$ cat config.mk
export PLATFORM = sky130hd
export DESIGN_NAME = rcab_buffer
export DESIGN_NICKNAME = d
export VERILOG_FILES = /design/src/verilog/rcab_sync.v /design/src/verilog/rcab_buffer.v
export VERILOG_INCLUDE_DIRS = /design/src /design/src/verilog
export SDC_FILE = /design/constraint.sdc
export NUM_CORES = 1
export LEC_CHECK = 0
export ABC_CLOCK_PERIOD_IN_PS = 1280
export BUFFER_PORTS_ARGS = -buffer_cell sky130_fd_sc_hd__buf_4
export CORE_MARGIN = 1
export CORE_UTILIZATION = 40
export CTS_CLUSTER_DIAMETER = 30
export DETAILED_ROUTE_END_ITERATION = 7
export GPL_ROUTABILITY_DRIVEN = 0
export PLACE_DENSITY_LB_ADDON = 0.15
export SLEW_MARGIN = 10
export SYNTH_ARGS = -nofsm -noshare
export SYNTH_HDL_FRONTEND = slang
export SYNTH_HIERARCHICAL = 1
export SYNTH_SLANG_ARGS = --single-unit
$ cat constraint.sdc
create_clock -name clk -period 1.28 [get_ports clk]
set_input_delay 0.128 -clock clk [delete_from_list [all_inputs] [get_ports clk]]
set_output_delay 0.128 -clock clk [all_outputs]
set_load 0.01 [all_outputs]
$ cat src/verilog/rcab_defs.vh
// Constants for the registered command/address buffer.
// Assumes inclusion by bare name from the buffer design files.
//
// Summary of operation
// [RULE_01] Capture inputs only on clock crossing.
// [RULE_02] Reset low clears all registers asynchronously; here only rst high does, reset_n acts synchronously.
// [RULE_03] Reset low forces every output low.
// [RULE_04] Both chip selects high hold gated outputs.
// [RULE_05] Any chip select low loads gated outputs.
// [RULE_06] Termination and clock enable always load.
// [RULE_07] Chip select output follows primary input.
// [RULE_08] No crossing means outputs hold values.
// [RULE_09] Unused pins ignored, outputs driven low.
// [RULE_10] 1:1 mode gates bits 2,3,5,6,8-25.
// [RULE_11] 1:2 A mode gates bits 2,3,5,6,8-14.
// [RULE_12] 1:2 B mode gates 1-6,8-10,12,13.
// [RULE_13] Fanout config selects 25x1 or 14x2.
// [RULE_14] Configuration inputs tied, never switched live.
// [RULE_15] Inputs defined whenever reset is high.
`ifndef RCAB_DEFS_VH
`define RCAB_DEFS_VH

// ============================================================
// Widths and configuration masks (bit n-1 is data bit n)
`define RCAB_NBITS 25
`define RCAB_GATE_1TO1 25'h1FFFFB6
`define RCAB_GATE_1TO2A 25'h0003FB6
`define RCAB_GATE_1TO2B 25'h0001BBF
`define RCAB_USED_1TO1 25'h1FFFFFF
`define RCAB_USED_1TO2 25'h0003FFF
`define RCAB_ODT_A 3
`define RCAB_CKE_A 0
`define RCAB_ODT_B 10
`define RCAB_CKE_B 13
`define RCAB_CS_BIT 6
`define RCAB_RESET_VAL 25'h0000000

`endif

$ cat src/verilog/rcab_sync.v
// Two-stage synchroniser for one level from outside the clock domain.
// Assumes clk is the block clock and rst the asynchronous reset.
`timescale 1ns/1ps
module rcab_sync (
    clk,
    rst,
    d,
    q
);
    input wire clk;
    input wire rst;
    input wire d;
    output reg q;
    reg meta_reg;

    // Two flops; only the second reads the first
    always @(posedge clk or posedge rst) begin
        if (rst) begin
            meta_reg <= 1'b0;
            q <= 1'b0;
        end else begin
            meta_reg <= d;
            q <= meta_reg;
        end
    end
endmodule

$ cat src/verilog/rcab_buffer.v
// Registered command/address buffer, 25-bit 1:1 or 14-bit 1:2.
// Assumes differential clock arrives as ordinary pins sampled on clk;
// reset_n is the pin-level active-low reset, synchronised onto clk and applied synchronously.
`timescale 1ns/1ps
`include "rcab_defs.vh"
module rcab_buffer #(
    parameter NBITS = `RCAB_NBITS
) (
    clk,
    rst,
    reset_n,
    ck_pos,
    ck_neg,
    bank_select_cfg,
    fanout_cfg,
    data_in_bits,
    primary_chip_select_in,
    secondary_chip_select_in,
    registered_out_bits,
    registered_out_b,
    chip_select_out,
    termination_ctl_out,
    clock_enable_out
);
    input wire clk;
    input wire rst;
    input wire reset_n;
    input wire ck_pos;
    input wire ck_neg;
    input wire bank_select_cfg;
    input wire fanout_cfg;
    input wire [NBITS-1:0] data_in_bits;
    input wire primary_chip_select_in;
    input wire secondary_chip_select_in;
    output reg [NBITS-1:0] registered_out_bits;
    output reg [13:0] registered_out_b;
    output reg chip_select_out;
    output reg termination_ctl_out;
    output reg clock_enable_out;

    // ============================================================
    // Input synchronisers
    wire pos_s;
    wire neg_s;
    wire rstn_s;
    wire pcs_s;
    wire scs_s;
    wire c0_s;
    wire c1_s;
    wire [NBITS-1:0] din_s;
    reg pos_d_reg;
    reg neg_d_reg;

    rcab_sync u_pos (.clk(clk), .rst(rst), .d(ck_pos), .q(pos_s));
    rcab_sync u_neg (.clk(clk), .rst(rst), .d(ck_neg), .q(neg_s));
    rcab_sync u_rstn (.clk(clk), .rst(rst), .d(reset_n), .q(rstn_s));
    rcab_sync u_pcs (.clk(clk), .rst(rst),
        .d(primary_chip_select_in), .q(pcs_s));
    rcab_sync u_scs (.clk(clk), .rst(rst),
        .d(secondary_chip_select_in), .q(scs_s));
    rcab_sync u_c0 (.clk(clk), .rst(rst), .d(bank_select_cfg), .q(c0_s));
    rcab_sync u_c1 (.clk(clk), .rst(rst), .d(fanout_cfg), .q(c1_s));

    // One synchroniser per data bit
    genvar gi;
    generate
        for (gi = 0; gi < NBITS; gi = gi + 1) begin : g_din
            rcab_sync u_d (.clk(clk), .rst(rst),
                .d(data_in_bits[gi]), .q(din_s[gi]));
        end
    endgenerate

    // ============================================================
    // Crossing detect: positive rises while negative falls
    wire crossing;
    assign crossing = pos_s & ~pos_d_reg & ~neg_s & neg_d_reg; // see [RULE_01]

    always @(posedge clk or posedge rst) begin
        if (rst) begin
            pos_d_reg <= 1'b0;
            neg_d_reg <= 1'b0;
        end else begin
            pos_d_reg <= pos_s;
            neg_d_reg <= neg_s;
        end
    end

    // ============================================================
    // Mode decode: masks of gated and of live bits
    reg [NBITS-1:0] gate_mask;
    reg [NBITS-1:0] used_mask;
    integer odt_idx;
    integer cke_idx;

    always @* begin
        gate_mask = `RCAB_GATE_1TO1; // see [RULE_10]
        used_mask = `RCAB_USED_1TO1;
        odt_idx = `RCAB_ODT_A;
        cke_idx = `RCAB_CKE_A;
        if (c1_s) begin // see [RULE_13]
            used_mask = `RCAB_USED_1TO2;
            if (c0_s) begin
                gate_mask = `RCAB_GATE_1TO2B; // see [RULE_12]
                odt_idx = `RCAB_ODT_B;
                cke_idx = `RCAB_CKE_B;
            end else begin
                gate_mask = `RCAB_GATE_1TO2A; // see [RULE_11]
            end
        end
    end

    // ============================================================
    // Next output values
    wire cs_open;
    reg [NBITS-1:0] q_next;
    integer i;

    assign cs_open = ~pcs_s | ~scs_s; // see [RULE_05]

    always @* begin
        q_next = registered_out_bits;
        for (i = 0; i < NBITS; i = i + 1) begin
            if (!used_mask[i]) begin
                q_next[i] = 1'b0; // see [RULE_09]
            end else if (gate_mask[i]) begin
                if (cs_open) begin
                    q_next[i] = din_s[i]; // see [RULE_05]
                end // held when both selects high, see [RULE_04]
            end else begin
                q_next[i] = din_s[i]; // ungated bits, see [RULE_06]
            end
        end
        q_next[`RCAB_CS_BIT] = pcs_s; // see [RULE_07]
    end

    // ============================================================
    // Output register; rst clears asynchronously, reset pin clears synchronously via rstn_s
    always @(posedge clk or posedge rst) begin
        if (rst) begin
            registered_out_bits <= `RCAB_RESET_VAL; // see [RULE_02]
            registered_out_b <= 14'h0000;
            chip_select_out <= 1'b0;
            termination_ctl_out <= 1'b0;
            clock_enable_out <= 1'b0;
        end else if (!rstn_s) begin
            registered_out_bits <= `RCAB_RESET_VAL; // see [RULE_03]
            registered_out_b <= 14'h0000;
            chip_select_out <= 1'b0;
            termination_ctl_out <= 1'b0;
            clock_enable_out <= 1'b0;
        end else if (crossing) begin
            registered_out_bits <= q_next;
            if (c1_s) begin
                registered_out_b <= q_next[13:0];
            end else begin
                registered_out_b <= 14'h0000; // see [RULE_09]
            end
            chip_select_out <= pcs_s; // see [RULE_07]
            termination_ctl_out <= din_s[odt_idx]; // see [RULE_06]
            clock_enable_out <= din_s[cke_idx]; // see [RULE_06]
        end // no crossing: hold, see [RULE_08]
    end
endmodule

==> results.yml <==
die:
  die_area_um2: 9207
  die_w_um: 95.96
  dieHeight_um: 95.96
  start_util: 0.4213
  core-area_um2: 8382
  io_pins: 76
  num_rows: 33
run:
  drv_cap: 0
grt:
  grt-ovfl-total: 0
  grt_pass1_wl_um: 11390
  grt_pass1_vias: 2402
  grt_max_degree: 33
  antenna_found_initial: 0
  grtUsageTotal: 0.1684
power_and_ir_drop:
  internal-power_mw: 5.075
  p_clk_frac: 0.372
  p_seq_frac: 0.546
  p_leak_nw: 2.515
  p_per_area_nw_per_um2: 1289
  switching_power_mw: 1.375
  vdd_drop_max_v: 0.0006470
  swShare: 0.2132
  p_total_mw: 6.450
  comb_power_share: 0.082
finish:
  largest_reg_flops: 25
  antenna_cells: 0
  finalNonFillerCells: 509
  nNetsFinal: 434
  ff_latch_area_um2: 2628
  drive_above_1_share: 0.3069
  multi_input_area_um2: 797.0
  n_fill_cell: 697
  design_area_um2: 5005
  synthToLayoutAreaGrowth_pct: 41.74
worst_setup_path:
  endpoint_kind: "flop"
  critPathKind: "reg -> reg"
  startpoint: "u_pos/q$_DFF_PP0_"
  crit_fanout: 5
  r2r.worst_path.cells: 4
  r2r_setup_slack_ps: -120
  crit_arrival_ps: 1650
  critPathLaunchType: "flop"
  r2r_start: "u_pos/q$_DFF_PP0_"
  r2r-end: "registered_out_bits[21]$_DFFE_PP0P_"
  cp.required_ps: 1530
sta:
  finalHoldViolCount: 0
  rsz0062_at_grt: "yes"
  setup_viol: 33
  fmax_mhz: 715.2
  worstMarginPinSlew_ps: 372.9
  fin_skew_ps: 9.077
  fin_tns_setup_ps: -1536
  slew_violations: 0
  fin_crit_sh: 1.092
  relSlewSlack: 0.7514
  fin_ws_ps: -118.2
  period_minus_slack_ps: 1398
detailed_routing:
  wl_per_cell_um: 14.07
  drtPass1Iterations: 4
  ant_nets: 0
  vias: 2360
  drc: 0
  wl_um: 7162
  detail_route.iter0.violations: 91
  routed_via_density: 4.637
placed_design:
  dpl_worst_slack_ps: -129.2
  portBuffers: 74
  place_area_um2: 4293
  detailed_place_hpwl_um: 4859
  placedCellCount: 460
logic_synthesis:
  ys.flop_type: "dfrtp_1"
  avgSynthCellArea_um2: 12.84
  synth_cell_types: 21
  synthArstFlopShare: 1.000
  syn_area_um2: 3531
  ys_warn_count: 6
  synth_seq_area_share: 0.7442
  synth_edf_count: 0
  synthCells: 275
  synth_fp_nets: 309
  yosys_register_bits: 105
cts:
  clk_latency_ps: 360
  root_buffer: "clkbuf_8"
  cts_buffer_depth: 2
  cts.clk_slew.worst_paths_ps: 100
  cts_max_level: 3
  clock_sinks: 105
  cts_tree: "built"
  cts-buffers-inserted: 9
run_status:
  outcome: "finished with violations"
  violations: "setup timing"
worst_hold_path:
  min_path_type: "in -> async"
-- layout make-up --
cell class	instances	area share
clock buffers	10	0.02750
clock inverters	5	0.02075
inverters	33	0.02475
multi-input cells	127	0.1592
flip-flops and latches	105	0.5250
well taps	105	0.02625
repair buffers	124	0.2165
-- synth_stat cells (all sizes together) (2+ instances only) --
| library cell | instances | area (µm²) |
|---|---|---|
| buf | 8 | 51.29 |
| a22o | 5 | 43.79 |
| mux2i | 15 | 150.1 |
| a21boi | 9 | 67.56 |
| nand2 | 52 | 195.2 |
| o211ai | 6 | 45.04 |
| clkbuf | 2 | 7.510 |
| dfrtp | 105 | 2628 |
| o21ai | 21 | 105.1 |
| inv | 33 | 123.9 |
| nand3 | 11 | 55.05 |
-- worst max-delay path by stage --
stage	to	slack [ps]	cells past startpoint
after floorplan	registered_out_bits[14]$_DFFE_PP0P_	-80	5
after global placement	registered_out_bits[23]$_DFFE_PP0P_	-80	4
after detailed placement	registered_out_bits[21]$_DFFE_PP0P_	-130	4
after CTS	registered_out_b[1]$_DFFE_PP0P_	-120	5
after global routing	registered_out_bits[23]$_DFFE_PP0P_	-160	4
final	registered_out_bits[21]$_DFFE_PP0P_	-120	4
-- layer usage --
metal  GRT usage  wire (µm)  up-vias
met5           0          0        -
met4     0.07090        116        0
met3     0.03081        317       10
met2      0.2708       3451       70
met1      0.2260       3277     1157
li1            -          -     1123
-- cells by family after synthesis --
group	synth area share
mux	0.04252
compound gates	0.07547
flops	0.7442
simple gates	0.08611
buf+inv	0.05173
-- placed cells by master, fill, tap and decap left out, types with 2 or more instances in the layout --
master,n
inv_1,32
dfrtp_1,105
nand2_1,49
bufinv_16,3
dlygate4sd3_1,32
nand3_1,5
o21ai_0,8
buf_8,2
nand3_2,5
o211ai_1,6
buf_4,83
buf_12,2
nand2_2,2
a21boi_1,8
a22o_1,5
buf_6,4
o21ai_1,12
mux2i_1,14
clkbuf_8,10
-- timing repair --
item / CTS / global route
pin swaps: 1 / 13
endpoints found under the hold margin: 104 / 0
resized for setup: 7 / 42
buffers inserted: 0 / 1
cloned: 0 / 1
hold buffers: 32 / 0
setup endpoints to repair: 36 / 41
-- power groups by stage --
stage / logic [mW] / clock network [mW] / registers, mW
final: 0.530 / 2.40 / 3.52
after global routing: 0.585 / 2.60 / 3.53
after floorplan: 0.180 / 0 / 3.58
after detailed placement: 0.415 / 0 / 3.58
after global placement: 0.404 / 0 / 3.58
after CTS: 0.498 / 2.47 / 3.52
-- through the flow --
step,hold slack (ps),utilization
3_5_place_dp,185.3,0.5122
5_1_grt,360.0,0.5971
6_report,349.0,0.5971
4_1_cts,342.5,0.5805
3_3_place_gp,174.8,0.5122
2_1_floorplan,-130.8,-
-- critical path, cell delays in order, from the launching register on --
cell and delay (ps):
dfrtp_1 380, and4bb_2 270, nor2b_4 160, and2b_2 270, a22o_1 220
Power figures use the tool's default switching activity.
